$ cat src/cis_pkg.sv
// constants, opcode patterns and types for the instruction subset executor
package cis_pkg;

  // ----------------------------------------------------------------
  // widths
  // ----------------------------------------------------------------
  localparam int INSTR_W = 14;
  localparam int PC_W = 13;
  localparam int ACC_W = 8;
  localparam int FADDR_W = 7;
  localparam int LIT11_W = 11;
  localparam int PAGE_W = 8;

  // ----------------------------------------------------------------
  // field positions
  // ----------------------------------------------------------------
  localparam int PAGE_HI = 4;
  localparam int PAGE_LO = 3;
  localparam int DSEL_BIT = 7;

  // ----------------------------------------------------------------
  // reset and step values
  // ----------------------------------------------------------------
  localparam logic [PC_W-1:0] PC_RST = 13'h0000;
  localparam logic [PC_W-1:0] PC_STEP = 13'h0001;
  localparam logic [ACC_W-1:0] ACC_RST = 8'h00;
  localparam logic [ACC_W-1:0] ACC_ONE = 8'h01;
  localparam logic [ACC_W-1:0] ACC_ZERO = 8'h00;
  localparam logic [FADDR_W-1:0] FADDR_RST = 7'h00;

  // ----------------------------------------------------------------
  // opcode masks and match values
  // ----------------------------------------------------------------
  localparam logic [INSTR_W-1:0] MASK_JUMP = 14'h3800;
  localparam logic [INSTR_W-1:0] CODE_JUMP = 14'h2800;
  localparam logic [INSTR_W-1:0] MASK_BYTE = 14'h3f00;
  localparam logic [INSTR_W-1:0] CODE_ORL = 14'h3800;
  localparam logic [INSTR_W-1:0] CODE_INC = 14'h0a00;
  localparam logic [INSTR_W-1:0] CODE_IORF = 14'h0400;
  localparam logic [INSTR_W-1:0] CODE_COPY = 14'h0800;
  localparam logic [INSTR_W-1:0] MASK_LDL = 14'h3c00;
  localparam logic [INSTR_W-1:0] CODE_LDL = 14'h3000;
  localparam logic [INSTR_W-1:0] MASK_FULL = 14'h3fff;
  localparam logic [INSTR_W-1:0] CODE_RETI = 14'h0009;
  localparam logic [INSTR_W-1:0] CODE_RET = 14'h0008;
  localparam logic [INSTR_W-1:0] MASK_STORE = 14'h3f80;
  localparam logic [INSTR_W-1:0] CODE_STORE = 14'h0080;

  // ----------------------------------------------------------------
  // types
  // ----------------------------------------------------------------
  typedef enum logic [3:0] {
    CIS_OP_NOP, CIS_OP_JUMP, CIS_OP_ORL, CIS_OP_INC, CIS_OP_IORF,
    CIS_OP_COPY, CIS_OP_LDL, CIS_OP_RETI, CIS_OP_RET, CIS_OP_STORE
  } cis_op_t;

  typedef enum logic {CIS_ST_EXEC, CIS_ST_FLUSH} cis_state_t;

endpackage
$ cat src/cis_dec_if.sv
// decoded instruction fields between decoder and executor
`timescale 1ns/100ps
interface cis_dec_if;
  import cis_pkg::*;
  cis_op_t op;
  logic [ACC_W-1:0] lit8;
  logic [LIT11_W-1:0] lit11;
  logic [FADDR_W-1:0] faddr;
  logic dsel;
  modport dec (output op, lit8, lit11, faddr, dsel);
  modport exe (input op, lit8, lit11, faddr, dsel);
endinterface

$ cat src/cis_decoder.sv
// instruction word decoder for the executor
`timescale 1ns/100ps
module cis_decoder (
  input wire logic [cis_pkg::INSTR_W-1:0] i_instr,
  cis_dec_if.dec dec
);
  import cis_pkg::*;

  // ----------------------------------------------------------------
  // field extraction and opcode match
  // ----------------------------------------------------------------
  always_comb begin
    dec.lit8 = i_instr[ACC_W-1:0];
    dec.lit11 = i_instr[LIT11_W-1:0];
    dec.faddr = i_instr[FADDR_W-1:0];
    dec.dsel = i_instr[DSEL_BIT];
    if ((i_instr & MASK_JUMP) == CODE_JUMP) begin
      dec.op = CIS_OP_JUMP;
    end else if ((i_instr & MASK_BYTE) == CODE_ORL) begin
      dec.op = CIS_OP_ORL;
    end else if ((i_instr & MASK_BYTE) == CODE_INC) begin
      dec.op = CIS_OP_INC;
    end else if ((i_instr & MASK_BYTE) == CODE_IORF) begin
      dec.op = CIS_OP_IORF;
    end else if ((i_instr & MASK_BYTE) == CODE_COPY) begin
      dec.op = CIS_OP_COPY;
    end else if ((i_instr & MASK_LDL) == CODE_LDL) begin
      dec.op = CIS_OP_LDL;
    end else if ((i_instr & MASK_FULL) == CODE_RETI) begin
      dec.op = CIS_OP_RETI;
    end else if ((i_instr & MASK_FULL) == CODE_RET) begin
      dec.op = CIS_OP_RET;
    end else if ((i_instr & MASK_STORE) == CODE_STORE) begin
      dec.op = CIS_OP_STORE;
    end else begin
      dec.op = CIS_OP_NOP;
    end
  end

endmodule // cis_decoder

$ cat src/cis_exec.sv
// executor for a subset of an 8-bit core instruction set
`timescale 1ns/100ps
module cis_exec (
  input wire logic I_CLK_SYS,
  input wire logic I_NRST,
  input wire logic [cis_pkg::INSTR_W-1:0] I_INSTR,
  input wire logic I_INSTR_VALID,
  output logic O_INSTR_READY,
  input wire logic [cis_pkg::PAGE_W-1:0] I_PAGE_LATCH,
  input wire logic [cis_pkg::PC_W-1:0] I_STACK_TOP,
  output logic O_STACK_POP,
  input wire logic I_GIE_CLR,
  output logic [cis_pkg::FADDR_W-1:0] O_FILE_RADDR,
  input wire logic [cis_pkg::ACC_W-1:0] I_FILE_RDATA,
  output logic O_FILE_WE,
  output logic [cis_pkg::FADDR_W-1:0] O_FILE_WADDR,
  output logic [cis_pkg::ACC_W-1:0] O_FILE_WDATA,
  output logic [cis_pkg::PC_W-1:0] O_PC,
  output logic [cis_pkg::ACC_W-1:0] O_ACC,
  output logic O_ZERO,
  output logic O_GIE
);
  import cis_pkg::*;

  cis_dec_if u_if ();

  cis_decoder u_dec (
    .i_instr(I_INSTR),
    .dec(u_if.dec)
  );

  cis_state_t state_ff, nxt_state;
  logic [PC_W-1:0] pc_ff, nxt_pc;
  logic [ACC_W-1:0] acc_ff, nxt_acc;
  logic zero_ff, nxt_zero;
  logic gie_ff, nxt_gie;
  logic fwe_ff, nxt_fwe;
  logic [FADDR_W-1:0] fwaddr_ff, nxt_fwaddr;
  logic [ACC_W-1:0] fwdata_ff, nxt_fwdata;
  logic pop_ff, nxt_pop;
  logic accept;
  logic [ACC_W-1:0] file_val;
  logic [ACC_W-1:0] res;

  // ----------------------------------------------------------------
  // handshake and file read with write bypass
  // ----------------------------------------------------------------
  assign O_INSTR_READY = (state_ff == CIS_ST_EXEC);
  assign accept = I_INSTR_VALID && O_INSTR_READY;
  assign O_FILE_RADDR = u_if.faddr;
  assign file_val = (fwe_ff && (fwaddr_ff == u_if.faddr)) ? fwdata_ff : I_FILE_RDATA;

  // ----------------------------------------------------------------
  // next state
  // ----------------------------------------------------------------
  always_comb begin
    nxt_state = CIS_ST_EXEC;
    nxt_pc = pc_ff;
    nxt_acc = acc_ff;
    nxt_zero = zero_ff;
    nxt_gie = I_GIE_CLR ? 1'b0 : gie_ff;
    nxt_fwe = 1'b0;
    nxt_fwaddr = fwaddr_ff;
    nxt_fwdata = fwdata_ff;
    nxt_pop = 1'b0;
    res = ACC_ZERO;
    if (accept) begin
      nxt_pc = pc_ff + PC_STEP;
      case (u_if.op)
        CIS_OP_JUMP: begin
          nxt_pc = {I_PAGE_LATCH[PAGE_HI:PAGE_LO], u_if.lit11};
          nxt_state = CIS_ST_FLUSH;
        end
        CIS_OP_ORL: begin
          res = acc_ff | u_if.lit8;
          nxt_acc = res;
          nxt_zero = (res == ACC_ZERO);
        end
        CIS_OP_INC, CIS_OP_IORF, CIS_OP_COPY: begin
          if (u_if.op == CIS_OP_INC) begin
            res = file_val + ACC_ONE;
          end else if (u_if.op == CIS_OP_IORF) begin
            res = acc_ff | file_val;
          end else begin
            res = file_val;
          end
          nxt_zero = (res == ACC_ZERO);
          if (u_if.dsel) begin
            nxt_fwe = 1'b1;
            nxt_fwaddr = u_if.faddr;
            nxt_fwdata = res;
          end else begin
            nxt_acc = res;
          end
        end
        CIS_OP_LDL: begin
          nxt_acc = u_if.lit8;
        end
        CIS_OP_RETI: begin
          nxt_pc = I_STACK_TOP;
          nxt_gie = 1'b1;
          nxt_pop = 1'b1;
          nxt_state = CIS_ST_FLUSH;
        end
        CIS_OP_RET: begin
          nxt_pc = I_STACK_TOP;
          nxt_pop = 1'b1;
          nxt_state = CIS_ST_FLUSH;
        end
        CIS_OP_STORE: begin
          nxt_fwe = 1'b1;
          nxt_fwaddr = u_if.faddr;
          nxt_fwdata = acc_ff;
        end
        default: begin
          res = ACC_ZERO;
        end
      endcase
    end
  end

  // ----------------------------------------------------------------
  // registers
  // ----------------------------------------------------------------
  always_ff @(posedge I_CLK_SYS or negedge I_NRST) begin
    if (!I_NRST) begin
      state_ff <= CIS_ST_EXEC;
      pc_ff <= PC_RST;
      acc_ff <= ACC_RST;
      zero_ff <= 1'b0;
      gie_ff <= 1'b0;
      fwe_ff <= 1'b0;
      fwaddr_ff <= FADDR_RST;
      fwdata_ff <= ACC_RST;
      pop_ff <= 1'b0;
    end else begin
      state_ff <= nxt_state;
      pc_ff <= nxt_pc;
      acc_ff <= nxt_acc;
      zero_ff <= nxt_zero;
      gie_ff <= nxt_gie;
      fwe_ff <= nxt_fwe;
      fwaddr_ff <= nxt_fwaddr;
      fwdata_ff <= nxt_fwdata;
      pop_ff <= nxt_pop;
    end
  end

  assign O_PC = pc_ff;
  assign O_ACC = acc_ff;
  assign O_ZERO = zero_ff;
  assign O_GIE = gie_ff;
  assign O_FILE_WE = fwe_ff;
  assign O_FILE_WADDR = fwaddr_ff;
  assign O_FILE_WDATA = fwdata_ff;
  assign O_STACK_POP = pop_ff;

  // ----------------------------------------------------------------
  // assertions
  // ----------------------------------------------------------------
  a_jump_low_bits: assert property (@(posedge I_CLK_SYS) disable iff (!I_NRST)
    accept && u_if.op == CIS_OP_JUMP |=> O_PC[LIT11_W-1:0] == $past(u_if.lit11))
    else $error("jump low bits wrong");

  a_jump_page_bits: assert property (@(posedge I_CLK_SYS) disable iff (!I_NRST)
    accept && u_if.op == CIS_OP_JUMP
    |=> O_PC[PC_W-1:LIT11_W] == $past(I_PAGE_LATCH[PAGE_HI:PAGE_LO]))
    else $error("jump page bits wrong");

  a_jump_two_cycles: assert property (@(posedge I_CLK_SYS) disable iff (!I_NRST)
    accept && u_if.op == CIS_OP_JUMP
    |=> !O_INSTR_READY && $stable(O_ZERO) ##1 O_INSTR_READY)
    else $error("jump not two cycles");

  a_or_literal: assert property (@(posedge I_CLK_SYS) disable iff (!I_NRST)
    accept && u_if.op == CIS_OP_ORL
    |=> O_ACC == ($past(O_ACC) | $past(u_if.lit8)) && O_ZERO == (O_ACC == ACC_ZERO))
    else $error("or literal wrong");

  a_inc_dest: assert property (@(posedge I_CLK_SYS) disable iff (!I_NRST)
    accept && u_if.op == CIS_OP_INC
    |=> (O_FILE_WE ? O_FILE_WDATA : O_ACC) == $past(file_val) + ACC_ONE
        && O_FILE_WE == $past(u_if.dsel))
    else $error("increment wrong");

  a_or_file_dest: assert property (@(posedge I_CLK_SYS) disable iff (!I_NRST)
    accept && u_if.op == CIS_OP_IORF && u_if.dsel
    |=> O_FILE_WE && O_FILE_WDATA == ($past(O_ACC) | $past(file_val)) && $stable(O_ACC))
    else $error("or file wrong");

  a_copy_zero: assert property (@(posedge I_CLK_SYS) disable iff (!I_NRST)
    accept && u_if.op == CIS_OP_COPY |=> O_ZERO == ($past(file_val) == ACC_ZERO))
    else $error("copy zero wrong");

  a_load_literal: assert property (@(posedge I_CLK_SYS) disable iff (!I_NRST)
    accept && u_if.op == CIS_OP_LDL |=> O_ACC == $past(u_if.lit8) && $stable(O_ZERO))
    else $error("load literal wrong");

  a_reti_gie: assert property (@(posedge I_CLK_SYS) disable iff (!I_NRST)
    accept && u_if.op == CIS_OP_RETI |=> O_GIE && O_PC == $past(I_STACK_TOP) && O_STACK_POP)
    else $error("return from interrupt wrong");

  a_store_write: assert property (@(posedge I_CLK_SYS) disable iff (!I_NRST)
    accept && u_if.op == CIS_OP_STORE
    |=> O_FILE_WE && O_FILE_WDATA == $past(O_ACC) && O_FILE_WADDR == $past(u_if.faddr)
        && $stable(O_ZERO))
    else $error("store wrong");

  a_return_pop: assert property (@(posedge I_CLK_SYS) disable iff (!I_NRST)
    accept && u_if.op == CIS_OP_RET
    |=> O_STACK_POP && O_PC == $past(I_STACK_TOP) && !O_INSTR_READY ##1 !O_STACK_POP)
    else $error("return wrong");

  a_zero_from_acc: assert property (@(posedge I_CLK_SYS) disable iff (!I_NRST)
    accept && !u_if.dsel && (u_if.op == CIS_OP_INC || u_if.op == CIS_OP_IORF)
    |=> O_ZERO == (O_ACC == ACC_ZERO))
    else $error("zero flag wrong");

  a_single_cycle: assert property (@(posedge I_CLK_SYS) disable iff (!I_NRST)
    accept && u_if.op == CIS_OP_NOP
    |=> O_INSTR_READY && O_PC == $past(O_PC) + PC_STEP && $stable(O_ACC) && !O_FILE_WE)
    else $error("single cycle step wrong");

endmodule // cis_exec

$ cat config.mk
export PLATFORM = sky130hd
export DESIGN_NAME = cis_exec
export DESIGN_NICKNAME = d
export VERILOG_FILES = /design/src/cis_pkg.sv /design/src/cis_dec_if.sv /design/src/cis_decoder.sv /design/src/cis_exec.sv
export SDC_FILE = /design/constraint.sdc
export NUM_CORES = 1
export LEC_CHECK = 0
export BUFFER_PORTS_ARGS = -buffer_cell sky130_fd_sc_hd__buf_2
export CELL_PAD_IN_SITES_DETAIL_PLACEMENT = 1
export CELL_PAD_IN_SITES_GLOBAL_PLACEMENT = 1
export CORE_UTILIZATION = 37
export CTS_CLUSTER_DIAMETER = 30
export CTS_CLUSTER_SIZE = 25
export DETAILED_ROUTE_END_ITERATION = 8
export PLACE_DENSITY_LB_ADDON = 0.1
export SYNTH_ARGS = -nofsm -noshare
export SYNTH_HDL_FRONTEND = slang
export SYNTH_SLANG_ARGS = --single-unit
$ cat constraint.sdc
create_clock -name I_CLK_SYS -period 3.2 [get_ports I_CLK_SYS]
set_input_delay 0.8 -clock I_CLK_SYS [delete_from_list [all_inputs] [get_ports I_CLK_SYS]]
set_output_delay 0.8 -clock I_CLK_SYS [all_outputs]
set_load 0.02 [all_outputs]
# Word level (Yosys, flattened, before mapping)
# Cells that the tools add are included.
[word_totals]
ff_bits = 41
inputBits = 47
elab_cells = 80
[classes]
n_addsub = 2
eq_ne = 21
muxes = 32
bitwise = 3
reduce_logical = 13
[op_table]
columns = ["op", "count"]
rows = [
  ["two-way mux 8 bit", 7],
  ["two-way mux 4 bit", 9],
  ["equality test 14 x 4 -> 1 bit, second input constant", 2],
  ["one-hot mux 13 bit (2 select lines)", 1],
  ["one-hot mux 8 bit (3 select lines)", 1],
  ["equality test 4 x 3 -> 1 bit, second input constant", 4],
  ["logical NOT 8 bit", 2],
  ["OR 8 bit", 2],
  ["one-hot mux 8 bit (2 select lines)", 1],
  ["one-hot mux 7 bit (2 select lines)", 1],
  ["adder 13 x 1 -> 13 bit, second input constant", 1],
  ["equality test 4 bit, second input constant", 3],
  ["equality test 6 x 4 -> 1 bit, second input constant", 2],
  ["two-way mux 1 bit", 9],
  ["adder 8 x 1 -> 8 bit, second input constant", 1],
  ["equality test 4 x 2 -> 1 bit, second input constant", 2],
  ["equality test 7 x 1 -> 1 bit, second input constant", 1],
  ["equality test 7 bit", 1],
  ["two-way mux 7 bit", 1],
  ["equality test 6 x 3 -> 1 bit, second input constant", 1],
  ["equality test 6 bit, second input constant", 1],
  ["AND reduction 3 bit", 2],
  ["OR reduction 3 bit", 2],
  ["equality test 4 x 1 -> 1 bit, second input constant", 1],
  ["other kinds (9)", 13],
]

# Depth between registers and ports, before layout
[logic_depth]
word_depth = 17
ltp_mapped = 13
depth_no_buf = 13

# Hierarchy
# Synthesis repeated with hierarchy kept, for this count alone.
[hier_totals]
hier_cells = 376
area_unflattened_um2 = 3288.2
[by_module_without_submodules]
columns = ["mod", "instances", "cells_per_inst", "area_each_um2", "seq_area_each_um2"]
rows = [
  ["cis_exec", 1, 326, 2925.3, 1026.0],
  ["cis_decoder", 1, 50, 362.8, 0.0],
]

# Worst setup path after synthesis
# Ideal clock, no wire load.
[synth_path]
kind = "input -> register"
from = "input I_INSTR[4] (netlist bit)"
to = "register zero_ff, in the netlist O_ZERO"
setup_time_ns = 0.076
arrival_time_ns = 3.257
t_required_ns = 3.124
path_slack_ns = -0.134
path_stages = 12
path_cell_list = "xnor2_1 nand4_2 nor2_2 mux2_2 ha_1 and4b_1 nand3_1 mux2i_1 mux2i_1 o2111ai_1 or3_1 o21ai_1"
[synth_via]
elab_chain_len = 16
elab_cells_between_ends = 30
classes_between = "add/sub (1); eq/ne (7); mux (14); bitwise (2); reduce/logical (6)"
[synth_rtl]
columns = ["item", "line_no", "source"]
rows = [
  ["start: declaration", "cis_exec.sv:6", "input wire logic [cis_pkg::INSTR_W-1:0] I_INSTR,"],
  ["equality test 14 x 4 -> 1 bit", "cis_decoder.sv:31", "end else if ((i_instr & MASK_FULL) == CODE_RET) begin"],
  ["two-way mux 4 bit", "cis_decoder.sv:31", ""],
  ["two-way mux 4 bit", "cis_decoder.sv:29", "end else if ((i_instr & MASK_FULL) == CODE_RETI) begin"],
  ["two-way mux 4 bit", "cis_decoder.sv:27", "end else if ((i_instr & MASK_LDL) == CODE_LDL) begin"],
  ["two-way mux 4 bit", "cis_decoder.sv:25", "end else if ((i_instr & MASK_BYTE) == CODE_COPY) begin"],
  ["two-way mux 4 bit", "cis_decoder.sv:23", "end else if ((i_instr & MASK_BYTE) == CODE_IORF) begin"],
  ["two-way mux 4 bit", "cis_decoder.sv:21", "end else if ((i_instr & MASK_BYTE) == CODE_INC) begin"],
  ["two-way mux 4 bit", "cis_decoder.sv:19", "end else if ((i_instr & MASK_BYTE) == CODE_ORL) begin"],
  ["two-way mux 4 bit", "cis_decoder.sv:17", "if ((i_instr & MASK_JUMP) == CODE_JUMP) begin"],
  ["equality test 4 x 3 -> 1 bit", "cis_exec.sv:69, cis_exec.sv:82", ""],
  ["two-way mux 8 bit", "cis_exec.sv:82", "end else if (u_if.op == CIS_OP_IORF) begin"],
  ["two-way mux 8 bit", "cis_exec.sv:80", "if (u_if.op == CIS_OP_INC) begin"],
  ["two-way mux 8 bit", "cis_exec.sv:69", "case (u_if.op)"],
  ["two-way mux 8 bit", "cis_exec.sv:67", "if (accept) begin"],
  ["logical NOT 8 bit", "cis_exec.sv:87", "nxt_zero = (res == ACC_ZERO);"],
  ["one-hot mux 1 bit (2 select lines)", "cis_exec.sv:69", ""],
  ["end signal: assignment", "cis_exec.sv:140", "zero_ff <= nxt_zero;"],
  ["end: declaration", "cis_exec.sv:35", "logic zero_ff, nxt_zero;"],
]
# Several ways; a longest one is shown, not always the timed one. The select of a mux whose other input is x is not followed.
# A chain may end at the register's enable or synchronous reset.

# Worst setup path after layout
[layout_path]
from = "input I_INSTR[2] (netlist bit)"
to = "register zero_ff, in the netlist O_ZERO"
# Same word-level chain as after synthesis.

==> reports/summary.txt <==
Nets: 496
DR iter-0 viols: 136
Multi-input logic area: 0.00175 sq mm
WL per Instance: 19.0 microns
Grt ovf: 0
Die H: 89.3 microns
Post-synth top flop: dfrtp_1
Minimum clock period: 3130 ps
Final Hold Fails: 0
Reg clk slew, reported paths: 90 ps
Seq/Total Area, Yosys: 36.4%
Die X: 89.3 microns
Vias in the first global route: 3,045
Setup crit start kind: input pin
Fmax achieved: 320 MHz
Post-Syn Area: 0.00282 sq mm
Final setup fails: 0
Synth Warn #: 0
Yosys top cell by area: dfrtp_1
CTS buffer count: 5
Drt first pass iters: 4
Clock Skew: 1.85 ps
Peak VDD IR: 0.221 mV
CP max FO: 4
Routed vias/inst: 5.75
GP Congestion: 0.868
PortBufs: 88
MaxCap Viol Count: 0
H-tree levels: 2
Initial antenna violation count: 0
Hold Path Class: flip-flop to flip-flop
CP Class: input pin to flip-flop
Clock sinks: 41
Status: finished clean
Final Core Density: 50.4%
Total Wirelength: 10.4 mm
Cells after Synth: 344
Layout cells sized above 1: 32.6%
Initial Util: 38.5%
DP Cell Count: 534
Top post-synthesis cells by area: dfrtp_1 36%, nand2_1 8.2%, mux2i_1 6.0%
Finished Layout Cells: 547
Period utilization: 97.7%
Fillers: 941
Max Buffers Root-to-Sink: 2
Total GRT Usage: 26.6%
Register area: 0.00103 sq mm
Synth unique cells: 54
Remaining antenna violation count: 0
Post-synth EDFFs: 0
Ys async rst share: 100%
Synth Area per Inst: 8.20 sq um
# hold bufs at CTS: 0
Root Buffer: clkbuf_8
Slew HR: 32.9%
# diodes: 0
Leakage Power: 1.76 nW
Core Area: 0.00733 sq mm
TritonCTS clock tree: done
Worst Max-Slew Pin Slew: 1010 ps
Yosys top cell area share: 36.4%
FP Rows: 31
DRC Markers: 0
Die area: 0.00798 sq mm
PD cells: 533 mW/mm^2
Area grow syn2layout: 31.0%
First-pass GRT wire length: 15.9 mm
Syn Nets: 393
Synthesized flop and latch total: 41
Vias: 3,144
Setup crit end kind: flip-flop
DP HPWL: 7.65 mm
RSZ-0062 raised after global routing: yes
Largest net degree at the start of global routing: 42
Slew Viols, Final: 0
Crit path DAT: 3360 ps
Ports: 95
Crit path required time: 3430 ps
Skew-Pair Late Insertion Delay: 300 ps
## cell usage in the layout, fill, tap and decap left out, types with 3 or more instances in the layout
cell type / synthesis / final
o21ai_0: 16 / 16
nor2b_1: 3 / 3
inv_1: 6 / 5
a31oi_1: 10 / 10
nor3_1: 5 / 5
buf_4: 7 / 29
nand3_1: 10 / 8
o21ai_1: 25 / 25
nor2_1: 17 / 17
a221oi_1: 8 / 8
and2_1: 3 / 3
a21oi_1: 26 / 26
o21a_1: 5 / 5
and3_1: 7 / 7
a221o_1: 3 / 3
dfrtp_1: 41 / 41
buf_2: 2 / 85
nand4_1: 10 / 10
clkinvlp_4: 0 / 3
buf_6: 1 / 3
mux2i_1: 17 / 16
nor4_1: 3 / 3
nand2_1: 62 / 62
clkbuf_8: 0 / 5
xnor2_2: 0 / 7
## final cells by class
cell class              count  share of cell area (%)
repair buffers            117                    18.3
clock inverters             3                   0.609
flip-flops and latches     41                    27.8
inverters                   7                   0.711
well taps                  99                    3.35
multi-input cells         275                    47.4
clock buffers               5                    1.86
## sequential cells by signal, indices dropped and copies added (netlist names)
register and count:
O_STACK_POP 1, O_ZERO 1, state_ff 1, O_FILE_WDATA 8, O_GIE 1, O_FILE_WADDR 7, O_FILE_WE 1, O_ACC 8
O_PC 13
## metrics by stage
step                worst slack, ps  setup TNS, ps  area, sq um  hold slack (ps)  total power, W
detailed placement             -243           -718         3460              512         0.00157
global placement               -177           -329         3460              489         0.00154
global route                   -139           -299         3700              574         0.00209
finish                         72.5              0         3700              532         0.00197
CTS                            32.8              0         3550              542         0.00194
floorplan                      16.6              0         2830              504         0.00124
## layer usage
metal | global-route usage [%] | vias up | routed length (microns)
met5 | 0 | - | 0
met4 | 6.49 | 0 | 124
met3 | 3.51 | 11 | 485
met2 | 43.5 | 99 | 5070
met1 | 37.2 | 1565 | 4700
li1 | - | 1469 | -
## cell usage after synthesis (9+ instances only)
| cell type | instances |
|---|---|
| a21oi_1 | 26 |
| a31oi_1 | 10 |
| clkbuf_1 | 11 |
| dfrtp_1 | 41 |
| mux2i_1 | 17 |
| nand2_1 | 62 |
| nand3_1 | 10 |
| nand4_1 | 10 |
| nor2_1 | 17 |
| o21ai_0 | 16 |
| o21ai_1 | 25 |
| xnor2_1 | 9 |
## final timing paths
path | slack [ps] | endpoint | cells after the start | start
min in group asynchronous | 650 | O_FILE_WDATA[3] | 1 | I_NRST
max in group asynchronous | 1920 | O_PC[9] | 1 | I_NRST
max | 70 | O_ZERO | 14 | I_INSTR[2]
max reg2reg | 160 | O_ZERO | 13 | O_FILE_WADDR[2]
min reg2reg | 530 | O_GIE | 1 | O_GIE
min | 530 | O_GIE | 1 | O_GIE
## cells by family (layout without fill, tap and decap cells)
logic type	count (synthesis)	after routing	synth area share (%)
simple gates	135	135	23.8
flops	41	41	36.4
compound gates	110	110	24.3
buf+inv	28	132	5.01
xor+xnor	9	9	2.79
mux	19	19	6.83
fa+ha+maj	2	2	0.887
## worst max-delay path, stage by stage
cell,delay [ps]
buf_6,100
xnor2_2,120
nand4_1,260
nor2_4,220
mux2i_2,280
inv_2,70
ha_4,170
and4b_2,260
nand3_2,90
mux2i_1,90
mux2i_1,240
o2111ai_1,150
or3_1,390
o21ai_1,120
## repair_timing
action | 4_1_cts | 5_1_grt
buffers inserted | 0 | 5
endpoints found under the setup margin | 0 | 4
resized for setup | 0 | 19
## power by group
group,switching (W),internal (W)
registers,0.000203,0.000643
clock network,0.000215,0.000154
logic,0.000462,0.000292
Note: power is estimated with default switching activity, not from simulation.
